`src/switch_regs_pkg.sv`:
```
// shared constants and types for the management register front end
// assumes a single 100 MHz clock and byte-wide management accesses
package switch_regs_pkg;

  // address layout: port field, page field, register field
  localparam int ADDR_W         = 16;
  localparam int ADDR_TOP_BIT   = 15;          // always driven zero by the host
  localparam int PORT_LSB       = 12;
  localparam int PORT_W         = 4;
  localparam int PAGE_LSB       = 8;
  localparam int PAGE_W         = 4;
  localparam int REG_LSB        = 0;
  localparam int REG_W          = 8;

  // port and page codes
  localparam logic [3:0] GLOBAL_PORT     = 4'h0;
  localparam logic [3:0] PORT_LAST       = 4'h7;
  localparam logic [3:0] GLB_OP_PAGE     = 4'h0;
  localparam logic [3:0] GLB_PAGE_LAST   = 4'h5;  // pages above are reserved
  localparam logic [3:0] PORT_PHY_PAGE   = 4'h1;
  localparam logic [3:0] PORT_RSVD_PG_A  = 4'h2;
  localparam logic [3:0] PORT_RSVD_PG_B  = 4'h7;
  localparam logic [3:0] PORT_RSVD_PG_HI = 4'hd;  // d..f reserved

  // byte offsets inside the global operation page
  localparam logic [7:0] OFS_CHIP_ID0    = 8'h00;
  localparam logic [7:0] OFS_CHIP_ID1    = 8'h01;
  localparam logic [7:0] OFS_CHIP_ID2    = 8'h02;
  localparam logic [7:0] OFS_REV_RST     = 8'h03;
  localparam logic [7:0] OFS_PME_CTL     = 8'h06;
  localparam logic [7:0] OFS_INT_STATUS  = 8'h10;  // four bytes, msb first
  localparam logic [7:0] OFS_INT_MASK    = 8'h14;  // four bytes, msb first

  // field positions
  localparam int REV_LSB        = 4;
  localparam int SWRST_BIT      = 0;
  localparam int PME_EN_BIT     = 1;
  localparam int PME_POL_BIT    = 0;
  localparam int SRC_LUE_BIT    = 1;   // bit 31 of the word, bit 7 of its top byte
  localparam int SRC_GPIO_BIT   = 0;   // bit 30 of the word, bit 6 of its top byte
  localparam int TOP_BYTE_LUE   = 7;
  localparam int TOP_BYTE_GPIO  = 6;

  // reset values
  localparam logic [1:0] PME_CTL_RST     = 2'h0;
  localparam logic [1:0] INT_MASK_RST    = 2'h0;
  localparam logic [1:0] INT_STATUS_RST  = 2'h0;

  // soft reset pulse length
  localparam int CLK_PERIOD_NS  = 10;
  localparam int SWRST_TIME_NS  = 80;
  localparam int SWRST_CYCLES   = (SWRST_TIME_NS + CLK_PERIOD_NS - 1) / CLK_PERIOD_NS;
  localparam int SWRST_CNT_W    = 4;

  // management path that carries a request
  typedef enum logic [1:0] {PATH_SPI, PATH_I2C, PATH_INBAND, PATH_MIIM} mgmt_path_t;

  // what the front end does with an address
  typedef enum logic [1:0] {RG_LOCAL, RG_FORWARD, RG_RESERVED, RG_REFUSED} region_t;

endpackage

```
`src/switch_register_space_global_ctrl.sv`:
```
// management register front end: address decode and global operation registers
// assumes byte requests from spi, i2c, in-band or miim logic on the same clock,
// and a downstream register fabric that answers forwarded reads in the same cycle
`timescale 1ns/100ps

// Overview of operation
// switch registers via spi, i2c, in-band only
// miim switch accesses refused, phy pages only
// address split into port, page, register
// port zero global, ports one to seven
// host keeps address bit fifteen zero
// every byte accessed alone, any order
// most significant byte at lowest address
// global pages grouped, pages six up reserved
// port pages grouped, 2, 7, d-f reserved
// host never writes reserved space
// host merges reserved bits by read-or-write
// soft reset bit pulses, self clears
// power-event pin enable and polarity bits
// status bit 31 shows lookup engine request
// status bit 30 shows gpio/timestamp request
// status pending reads one, reserved zero
// mask bits 31, 30 disable sources
// reserved bits read zero, ignore writes
module switch_register_space_global_ctrl
  import switch_regs_pkg::*;
#(
  parameter logic [7:0] CHIP_ID0 = 8'h5a,  // arbitrary identity value
  parameter logic [7:0] CHIP_ID1 = 8'h3c,  // arbitrary identity value
  parameter logic [7:0] CHIP_ID2 = 8'hc3,  // arbitrary identity value
  parameter logic [3:0] REV_ID   = 4'h1    // arbitrary revision value
) (
  input  wire logic                clk,             // system clock
  input  wire logic                srst,            // synchronous reset, active high
  input  wire logic                reqValid,        // byte request strobe
  input  wire logic                reqWrite,        // 1 write, 0 read
  input  wire logic [ADDR_W-1:0]   reqAddr,         // byte address
  input  wire logic [7:0]          reqWdata,        // write byte
  input  wire mgmt_path_t          reqPath,         // path that carried the request
  output logic                     rspValid_r,      // answer strobe
  output logic [7:0]               rspRdata_r,      // read byte
  output logic                     rspError_r,      // access refused
  output logic                     fwdValid_r,      // forwarded access strobe
  output logic                     fwdWrite_r,      // forwarded write
  output logic [PORT_W-1:0]        fwdPort_r,       // decoded port field
  output logic [PAGE_W-1:0]        fwdPage_r,       // decoded page field
  output logic [REG_W-1:0]         fwdReg_r,        // decoded register field
  output logic [7:0]               fwdWdata_r,      // forwarded write byte
  input  wire logic [7:0]          fwdRdata,        // downstream read byte
  input  wire logic                lookupEngineIrq, // lookup engine request level
  input  wire logic                gpioTsIrq,       // gpio trigger/timestamp level
  input  wire logic                powerEventReq,   // power event pending
  output logic                     softReset_r,     // datapath reset pulse
  output logic                     globalIrq_r,     // unmasked global request
  output logic                     powerEventPin_r, // power-event pin level
  output logic                     powerEventOeN_r  // power-event pin enable, low drives
);


  // decode helpers


  // register byte handled by this bank
  function automatic logic isLocalByte(input logic [7:0] r);
    isLocalByte = (r <= OFS_REV_RST) || (r == OFS_PME_CTL) ||
                  ((r >= OFS_INT_STATUS) && (r <= OFS_INT_MASK + 8'h03));
  endfunction

  // classify an address for the path that carried it
  function automatic region_t classify(input logic [ADDR_W-1:0] a, input mgmt_path_t p);
    logic [3:0] port;
    logic [3:0] page;
    port = a[PORT_LSB +: PORT_W];
    page = a[PAGE_LSB +: PAGE_W];
    if (a[ADDR_TOP_BIT]) begin
      classify = RG_REFUSED;
    end else if (p == PATH_MIIM) begin
      // miim reaches only the per-port phy pages
      if (port != GLOBAL_PORT && page == PORT_PHY_PAGE) begin
        classify = RG_FORWARD;
      end else begin
        classify = RG_REFUSED;
      end
    end else if (port == GLOBAL_PORT) begin
      if (page == GLB_OP_PAGE && isLocalByte(a[REG_LSB +: REG_W])) begin
        classify = RG_LOCAL;
      end else if (page <= GLB_PAGE_LAST) begin
        classify = RG_FORWARD;
      end else begin
        classify = RG_RESERVED;
      end
    end else if (page == PORT_RSVD_PG_A || page == PORT_RSVD_PG_B ||
                 page >= PORT_RSVD_PG_HI) begin
      classify = RG_RESERVED;
    end else begin
      classify = RG_FORWARD;
    end
  endfunction

  // pick one byte of a word, most significant byte at the lowest offset
  function automatic logic [7:0] wordByte(input logic [31:0] w, input logic [1:0] idx);
    wordByte = w[8*(3-idx) +: 8];
  endfunction


  // state

  logic                   s1Valid_r,  s1Valid_nxt;   // stage one holds a request
  logic                   s1Write_r,  s1Write_nxt;   // stage one direction
  logic [REG_W-1:0]       s1Reg_r,    s1Reg_nxt;     // stage one register byte
  logic [7:0]             s1Wdata_r,  s1Wdata_nxt;   // stage one write byte
  region_t                s1Region_r, s1Region_nxt;  // stage one decode
  logic                   fwdValid_nxt;              // next forward strobe
  logic                   fwdWrite_nxt;              // next forward direction
  logic [PORT_W-1:0]      fwdPort_nxt;               // next port field
  logic [PAGE_W-1:0]      fwdPage_nxt;               // next page field
  logic [REG_W-1:0]       fwdReg_nxt;                // next register field
  logic [7:0]             fwdWdata_nxt;              // next forward data
  logic                   rspValid_nxt;              // next answer strobe
  logic [7:0]             rspRdata_nxt;              // next answer byte
  logic                   rspError_nxt;              // next refusal flag
  logic [1:0]             pmeCtl_r,    pmeCtl_nxt;   // enable, polarity
  logic [1:0]             intMask_r,   intMask_nxt;  // lookup, gpio masks
  logic [1:0]             intStatus_r, intStatus_nxt;// lookup, gpio pending
  logic [SWRST_CNT_W-1:0] swRstCnt_r,  swRstCnt_nxt; // soft reset countdown
  logic                   softReset_nxt;             // next reset pulse level
  logic                   globalIrq_nxt;             // next combined request
  logic [31:0]            statusWord;                // status as a word
  logic [31:0]            maskWord;                  // mask as a word
  logic [7:0]             localRdata;                // local read byte

  // status and mask as full words, reserved bits zero
  assign statusWord = {intStatus_r, 30'h0};
  assign maskWord   = {intMask_r, 30'h0};

  // local read mux for the byte in stage one
  always_comb begin
    localRdata = 8'h00;
    case (s1Reg_r)
      OFS_CHIP_ID0: localRdata = CHIP_ID0;
      OFS_CHIP_ID1: localRdata = CHIP_ID1;
      OFS_CHIP_ID2: localRdata = CHIP_ID2;
      OFS_REV_RST:  localRdata = {REV_ID, 3'h0, softReset_r};
      OFS_PME_CTL:  localRdata = {6'h00, pmeCtl_r};
      default: begin
        if (s1Reg_r >= OFS_INT_MASK) begin
          localRdata = wordByte(maskWord, s1Reg_r[1:0]);
        end else if (s1Reg_r >= OFS_INT_STATUS) begin
          localRdata = wordByte(statusWord, s1Reg_r[1:0]);
        end else begin
          localRdata = 8'h00;
        end
      end
    endcase
  end


  // access pipeline: decode in stage one, answer in stage two

  always_comb begin
    s1Valid_nxt  = reqValid;
    s1Write_nxt  = reqWrite;
    s1Reg_nxt    = reqAddr[REG_LSB +: REG_W];
    s1Wdata_nxt  = reqWdata;
    s1Region_nxt = classify(reqAddr, reqPath);
    // forward strobe goes out in the cycle after the request
    fwdValid_nxt = reqValid && (s1Region_nxt == RG_FORWARD);
    fwdWrite_nxt = reqWrite;
    fwdPort_nxt  = reqAddr[PORT_LSB +: PORT_W];
    fwdPage_nxt  = reqAddr[PAGE_LSB +: PAGE_W];
    fwdReg_nxt   = reqAddr[REG_LSB +: REG_W];
    fwdWdata_nxt = reqWdata;
    // answer one cycle after stage one
    rspValid_nxt = s1Valid_r;
    rspError_nxt = 1'b0;
    rspRdata_nxt = 8'h00;
    if (s1Valid_r) begin
      case (s1Region_r)
        RG_LOCAL:    rspRdata_nxt = s1Write_r ? 8'h00 : localRdata;
        RG_FORWARD:  rspRdata_nxt = s1Write_r ? 8'h00 : fwdRdata;
        RG_RESERVED: rspRdata_nxt = 8'h00;
        RG_REFUSED:  rspError_nxt = 1'b1;
        default:     rspError_nxt = 1'b1;
      endcase
    end
  end

  always_ff @(posedge clk) begin
    if (srst) begin
      s1Valid_r  <= 1'b0;
      s1Write_r  <= 1'b0;
      s1Reg_r    <= 8'h00;
      s1Wdata_r  <= 8'h00;
      s1Region_r <= RG_RESERVED;
      fwdValid_r <= 1'b0;
      fwdWrite_r <= 1'b0;
      fwdPort_r  <= 4'h0;
      fwdPage_r  <= 4'h0;
      fwdReg_r   <= 8'h00;
      fwdWdata_r <= 8'h00;
      rspValid_r <= 1'b0;
      rspRdata_r <= 8'h00;
      rspError_r <= 1'b0;
    end else begin
      s1Valid_r  <= s1Valid_nxt;
      s1Write_r  <= s1Write_nxt;
      s1Reg_r    <= s1Reg_nxt;
      s1Wdata_r  <= s1Wdata_nxt;
      s1Region_r <= s1Region_nxt;
      fwdValid_r <= fwdValid_nxt;
      fwdWrite_r <= fwdWrite_nxt;
      fwdPort_r  <= fwdPort_nxt;
      fwdPage_r  <= fwdPage_nxt;
      fwdReg_r   <= fwdReg_nxt;
      fwdWdata_r <= fwdWdata_nxt;
      rspValid_r <= rspValid_nxt;
      rspRdata_r <= rspRdata_nxt;
      rspError_r <= rspError_nxt;
    end
  end


  // global operation registers: writes, soft reset, interrupts

  always_comb begin
    logic localWr;
    localWr       = s1Valid_r && s1Write_r && (s1Region_r == RG_LOCAL);
    pmeCtl_nxt    = pmeCtl_r;
    intMask_nxt   = intMask_r;
    swRstCnt_nxt  = (swRstCnt_r != '0) ? swRstCnt_r - 1'b1 : swRstCnt_r;
    // only bits 1:0 of the pin control byte store; upper bits ignored
    if (localWr && s1Reg_r == OFS_PME_CTL) begin
      pmeCtl_nxt = s1Wdata_r[1:0];
    end
    // top mask byte holds bits 31:24; only 31 and 30 store
    if (localWr && s1Reg_r == OFS_INT_MASK) begin
      intMask_nxt = s1Wdata_r[TOP_BYTE_LUE:TOP_BYTE_GPIO];
    end
    // writing one starts the pulse; writing zero does nothing
    if (localWr && s1Reg_r == OFS_REV_RST && s1Wdata_r[SWRST_BIT]) begin
      swRstCnt_nxt = SWRST_CNT_W'(SWRST_CYCLES);
    end
    softReset_nxt = (swRstCnt_nxt != '0);
    // status follows the pending source levels
    intStatus_nxt = {lookupEngineIrq, gpioTsIrq};
    globalIrq_nxt = |(intStatus_r & ~intMask_r);
  end

  // register values survive the soft reset; only srst restores them
  always_ff @(posedge clk) begin
    if (srst) begin
      pmeCtl_r    <= PME_CTL_RST;
      intMask_r   <= INT_MASK_RST;
      intStatus_r <= INT_STATUS_RST;
      swRstCnt_r  <= '0;
      softReset_r <= 1'b0;
      globalIrq_r <= 1'b0;
    end else begin
      pmeCtl_r    <= pmeCtl_nxt;
      intMask_r   <= intMask_nxt;
      intStatus_r <= intStatus_nxt;
      swRstCnt_r  <= swRstCnt_nxt;
      softReset_r <= softReset_nxt;
      globalIrq_r <= globalIrq_nxt;
    end
  end

  // power-event pin driver
  power_event_pin_drive u_pin (
    .clk        (clk),
    .srst       (srst),
    .pinEnable  (pmeCtl_r[PME_EN_BIT]),
    .pinPolHigh (pmeCtl_r[PME_POL_BIT]),
    .request    (powerEventReq),
    .pinOut_r   (powerEventPin_r),
    .pinOeN_r   (powerEventOeN_r)
  );


  // assertions

  property p_miim_refused;
    @(posedge clk) disable iff (srst)
      reqValid && reqPath == PATH_MIIM && reqAddr[PAGE_LSB +: PAGE_W] != PORT_PHY_PAGE
      |-> ##2 rspValid_r && rspError_r;
  endproperty
  a_miim_refused: assert property (p_miim_refused) else $error("miim switch access taken");

  property p_path_ok;
    @(posedge clk) disable iff (srst)
      reqValid && reqPath != PATH_MIIM && !reqAddr[ADDR_TOP_BIT]
      |-> ##2 rspValid_r && !rspError_r;
  endproperty
  a_path_ok: assert property (p_path_ok) else $error("management access wrongly refused");

  property p_fwd_fields;
    @(posedge clk) disable iff (srst)
      fwdValid_r |-> fwdPage_r == $past(reqAddr[PAGE_LSB +: PAGE_W]) &&
                     fwdReg_r == $past(reqAddr[REG_LSB +: REG_W]) && $past(reqValid);
  endproperty
  a_fwd_fields: assert property (p_fwd_fields) else $error("forwarded fields wrong");

  property p_port_rsvd;
    @(posedge clk) disable iff (srst)
      reqValid && reqPath != PATH_MIIM && reqAddr[PORT_LSB +: PORT_W] != GLOBAL_PORT &&
      reqAddr[PAGE_LSB +: PAGE_W] == PORT_RSVD_PG_B |=> !fwdValid_r;
  endproperty
  a_port_rsvd: assert property (p_port_rsvd) else $error("reserved port page forwarded");

  property p_status_msb;
    @(posedge clk) disable iff (srst)
      reqValid && !reqWrite && reqPath != PATH_MIIM && reqAddr == {8'h00, OFS_INT_STATUS}
      |-> ##2 rspRdata_r[TOP_BYTE_LUE] == $past(lookupEngineIrq, 2) &&
              rspRdata_r[TOP_BYTE_GPIO] == $past(gpioTsIrq, 2) && rspRdata_r[5:0] == 6'h00;
  endproperty
  a_status_msb: assert property (p_status_msb) else $error("status top byte wrong");

  property p_status_low;
    @(posedge clk) disable iff (srst)
      reqValid && !reqWrite && reqPath != PATH_MIIM &&
      reqAddr == {8'h00, OFS_INT_STATUS + 8'h03} |-> ##2 rspRdata_r == 8'h00;
  endproperty
  a_status_low: assert property (p_status_low) else $error("reserved status bits set");

  property p_soft_reset;
    @(posedge clk) disable iff (srst)
      reqValid && reqWrite && reqPath != PATH_MIIM && reqAddr == {8'h00, OFS_REV_RST} &&
      reqWdata[SWRST_BIT] |-> ##2 softReset_r [*8] ##1 (!softReset_r || $past(reqValid, 9));
  endproperty
  a_soft_reset: assert property (p_soft_reset) else $error("soft reset pulse length wrong");

  property p_pin_off;
    @(posedge clk) disable iff (srst)
      !pmeCtl_r[PME_EN_BIT] |=> powerEventOeN_r;
  endproperty
  a_pin_off: assert property (p_pin_off) else $error("power-event pin driven while off");

  property p_pin_level;
    @(posedge clk) disable iff (srst)
      pmeCtl_r[PME_EN_BIT] && powerEventReq
      |=> !powerEventOeN_r && powerEventPin_r == $past(pmeCtl_r[PME_POL_BIT]);
  endproperty
  a_pin_level: assert property (p_pin_level) else $error("power-event pin level wrong");

  property p_mask;
    @(posedge clk) disable iff (srst)
      ((intStatus_r[SRC_LUE_BIT] && !intMask_r[SRC_LUE_BIT]) ||
       (intStatus_r[SRC_GPIO_BIT] && !intMask_r[SRC_GPIO_BIT])) |=> globalIrq_r;
  endproperty
  a_mask: assert property (p_mask) else $error("unmasked request not raised");

  property p_pme_rsvd;
    @(posedge clk) disable iff (srst)
      s1Valid_r && !s1Write_r && s1Region_r == RG_LOCAL && s1Reg_r == OFS_PME_CTL
      |=> rspRdata_r[7:2] == 6'h00;
  endproperty
  a_pme_rsvd: assert property (p_pme_rsvd) else $error("reserved pin control bits set");

  c_soft_reset: cover property (@(posedge clk) disable iff (srst) $rose(softReset_r));
  c_refused:    cover property (@(posedge clk) disable iff (srst) rspValid_r && rspError_r);
  c_irq:        cover property (@(posedge clk) disable iff (srst) $rose(globalIrq_r));
  c_forward:    cover property (@(posedge clk) disable iff (srst) fwdValid_r && fwdWrite_r);

endmodule

```
`src/power_event_pin_drive.sv`:
```
// drives the power-event pin from an internal request
// assumes enable and polarity come from the register bank on the same clock
`timescale 1ns/100ps
module power_event_pin_drive
  import switch_regs_pkg::*;
(
  input  wire logic clk,        // system clock
  input  wire logic srst,       // synchronous reset, active high
  input  wire logic pinEnable,  // output enable bit
  input  wire logic pinPolHigh, // 1: active high, 0: active low
  input  wire logic request,    // power event pending
  output logic      pinOut_r,   // pin level
  output logic      pinOeN_r    // output enable, low while driving
);

  logic pinOut_nxt;  // next pin level
  logic pinOeN_nxt;  // next output enable

  // pin level follows the request in the chosen sense; released when disabled
  always_comb begin
    pinOeN_nxt = ~pinEnable;
    if (pinEnable) begin
      pinOut_nxt = pinPolHigh ? request : ~request;
    end else begin
      pinOut_nxt = 1'b0;
    end
  end

  // register the pin so it comes straight from a flop
  always_ff @(posedge clk) begin
    if (srst) begin
      pinOut_r <= 1'b0;
      pinOeN_r <= 1'b1;
    end else begin
      pinOut_r <= pinOut_nxt;
      pinOeN_r <= pinOeN_nxt;
    end
  end

endmodule

```
`config.mk`:
```
export PLATFORM = sky130hd
export DESIGN_NAME = switch_register_space_global_ctrl
export DESIGN_NICKNAME = d
export VERILOG_FILES = /design/src/switch_regs_pkg.sv /design/src/switch_register_space_global_ctrl.sv /design/src/power_event_pin_drive.sv
export SDC_FILE = /design/constraint.sdc
export NUM_CORES = 1
export LEC_CHECK = 0
export BUFFER_PORTS_ARGS = -buffer_cell sky130_fd_sc_hd__buf_2
export CORE_MARGIN = 1
export CORE_UTILIZATION = 45
export CTS_CLUSTER_DIAMETER = 60
export DETAILED_ROUTE_END_ITERATION = 8
export PLACE_DENSITY = 0.73
export SLEW_MARGIN = 20
export SYNTH_ARGS = -nofsm -noshare
export SYNTH_HDL_FRONTEND = slang
export SYNTH_SLANG_ARGS = --single-unit
```
`constraint.sdc`:
```
create_clock -name clk -period 3.7 [get_ports clk]
set_input_delay 0.185 -clock clk [delete_from_list [all_inputs] [get_ports clk]]
set_output_delay 0.185 -clock clk [all_outputs]
set_load 0.02 [all_outputs]
```
==> impl_metrics.py <==
metrics = {
    "floorplan": {
        "core_area_mm2": 0.00441,
        "die_w_um": 70.1,
        "io_pins": 81,
        "initial_core_util_pct": 47.2,
        "rows": 24,
        "die_area_mm2": 0.00491,
        "dieHeight_um": 70.1,
    },
    "routing": {
        "met1_length_um": 1990,
        "ant_nets": 0,
        "dr.first_iter.drc_count": 85,
        "highest-signal-layer": "met4",
        "met3_length_um": 314,
        "num_vias": 1703,
        "drc_errors": 0,
        "wl_met2_um": 1890,
        "drtPass1Iterations": 4,
        "drt_wl_total_um": 4260,
        "viasPerCell": 4.98,
        "wire_per_inst_um": 12.5,
    },
    "pwr": {
        "powerDensity_mw_per_mm2": 496,
        "ir_drop_mv": 0.225,
        "swShare_pct": 27.5,
        "p_seq_share_pct": 50.8,
        "pwr-share-clk_pct": 29.8,
        "internal-power_w": 0.000933,
        "leakagePower_nw": 1.17,
        "comb_power_share_pct": 19.4,
        "p_switching_w": 0.000354,
    },
    "clocking": {
        "cts_inserted_buffers": 5,
        "tritoncts": "done",
        "clkLatencyLatePin_ns": 0.31,
        "cts_setup_buffers": 0,
        "clkSinkCount": 53,
        "hold_buffers": 0,
        "ctsResizeCount": 0,
        "htreeDepth": 2,
        "clk_pin_slew_ns": 0.09,
        "clock_path_buffers": 2,
        "cts_root_buffer": "clkbuf_8",
    },
    "hold_path": {
        "hold_class": "input pin to register",
        "hold_depth": 2,
    },
    "global_routing": {
        "antenna_found_initial": 0,
        "grt_first_pass_wirelength_um": 7140,
        "grt_overflow": 0,
        "grt_pass1_vias": 1559,
        "grt_use_total_pct": 18.4,
        "grt_max_degree": 41,
    },
    "synthesis": {
        "yosys-top-cells-area": "dfxtp_1, nor2b_1, nor2_1",
        "syn_nets": 255,
        "synth_flop_cell": "dfxtp_1",
        "ys_seq_elements": 53,
        "async_flop_share_pct": 0,
        "seq_area_frac_synth_pct": 50.9,
        "synth.distinct_cells": 55,
        "synth_top_area_cell": "dfxtp_1",
        "synth_top_area_share_pct": 50.9,
        "synth-edff-count": 0,
        "synth_area_mm2": 0.00208,
        "syn_inst": 213,
        "synth_area_per_cell_um2": 9.79,
        "ys.warnings.count": 0,
    },
    "outcome": {
        "status": "finished, final reports clean",
    },
    "placed_design": {
        "placed_cells": 335,
        "finalWeightedCongestion": 0.807,
        "placed_area_mm2": 0.00249,
        "hpwl_um": 3180,
        "portBuffers": 80,
        "place_ws_ns": 2.00,
    },
    "timing": {
        "period_share_pct": 46.0,
        "rsz0062_at_grt": "no",
        "fin_ws_ns": 2.00,
        "min_period_ns": 1.70,
        "slew_viol_final": 0,
        "timing_hold_violations_final": 0,
        "clock_skew_ns": 0.00409,
        "max_freq_mhz": 588,
        "relSlewSlack_pct": 53.2,
        "whs_ns": 0.0785,
        "setup_tns_ns": 0,
        "timing_worst_slew_pin_value_ns": 0.693,
        "finalSetupViolCount": 0,
    },
    "critical_path": {
        "crit_path_end_kind": "register",
        "reg2reg_depth": 4,
        "critPathKind": "register to register",
        "required_ns": 3.88,
        "path_max_fanout": 5,
        "crit_arrival_ns": 1.88,
        "critPathLaunchType": "register",
    },
    "layout": {
        "fin_area_mm2": 0.00259,
        "fin_cells": 342,
        "nNetsFinal": 332,
        "drive_gt1_share_pct": 33.1,
        "area_growth_pct": 24.5,
        "n_antenna_cell": 0,
    },
    "run": {
        "maxCapViolCount": 0,
    },
}
==> sequential cells by signal, indices dropped and copies added, names as in the netlist, 2 cells and up <==
signal and flops:
s1Region_r 2, s1Reg_r 8, intStatus_r 2, fwdPort_r 4
s1Wdata_r 8, rspRdata_r 8, fwdPage_r 4, swRstCnt_r 4
pmeCtl_r 2, intMask_r 2
==> cells in the mapped netlist, types with 3 or more instances <==
master     n
nor4_1     3
nor2b_1   31
a21oi_1   11
nand2b_1   6
dfxtp_1   53
nor4b_1    3
nand2_1   10
nor2_1    16
nand3_1    3
clkbuf_1   4
o22ai_1    4
inv_1      7
nor3_1     6
mux2i_1    3
a22oi_1    3
o21ai_0    4
==> cell type report <==
cell class              instances  area (um^2)
fillers                       398         1820
flip-flops and latches         53         1060
multi-input cells             143          935
repair buffers                 80          400
clock buffers                   5         68.8
well taps                      52         65.1
clock inverters                 2         38.8
inverters                       7         26.3
==> per-layer routing <==
layer	global-route usage, %	up-vias
li1	-	897
met1	24.3	730
met2	28.4	69
met3	5.77	7
met4	6.67	0
met5	0	-
==> kinds of logic (layout without fill, tap and decap cells) <==
logic type	after synthesis	after routing	synth area share, %
buf+inv	17	94	4.26
simple gates	97	97	28.6
mux	4	4	1.98
flops	53	53	50.9
compound gates	38	38	12.3
xor+xnor	2	2	0.840
fa+ha+maj	2	2	1.08
==> critical path, cell delays in order, from the launching register on <==
cell and delay [ns]:
dfxtp_1 0.35, nor4b_1 0.65, nand4_1 0.31, mux2i_1 0.22
nor2_1 0.05
==> worst paths after layout <==
kind,start,end,slack [ns]
max,s1Reg_r[5]$_SDFF_PP0_,intMask_r[0]$_SDFFE_PP0P_,2.00
min,reqWdata[7],s1Wdata_r[7]$_SDFF_PP0_,0.08
max reg2reg,s1Reg_r[5]$_SDFF_PP0_,intMask_r[0]$_SDFFE_PP0P_,2.00
min reg2reg,pmeCtl_r[1]$_SDFFE_PP0P_,u_pin.pinOeN_r$_SDFF_PP1_,0.45
==> power by group through the flow <==
stage	Combinational (W)	Sequential (W)	Clock [W]
6_report	0.000250	0.000654	0.000383
3_5_place_dp	0.000251	0.000668	0
5_1_grt	0.000277	0.000660	0.000415
3_3_place_gp	0.000247	0.000664	0
4_1_cts	0.000251	0.000654	0.000393
2_1_floorplan	0.000161	0.000679	0
==> cell usage in the layout (no fill, tap or decap), types with 4 or more instances in the layout <==
cell type,count
o22ai_1,4
nor2_1,16
a21oi_1,11
o21ai_0,4
nor3_1,6
nand2_1,10
clkbuf_8,5
dfxtp_1,53
nand2b_1,6
buf_2,80
inv_1,7
nor2b_1,31
==> stage by stage <==
stage	total power (W)	utilization, %
4_1_cts	0.00130	58.8
3_3_place_gp	0.000911	56.3
2_1_floorplan	0.000840	-
5_1_grt	0.00135	58.8
6_report	0.00129	58.8
3_5_place_dp	0.000918	56.3
No activity file was read; power rests on OpenSTA's default activity.
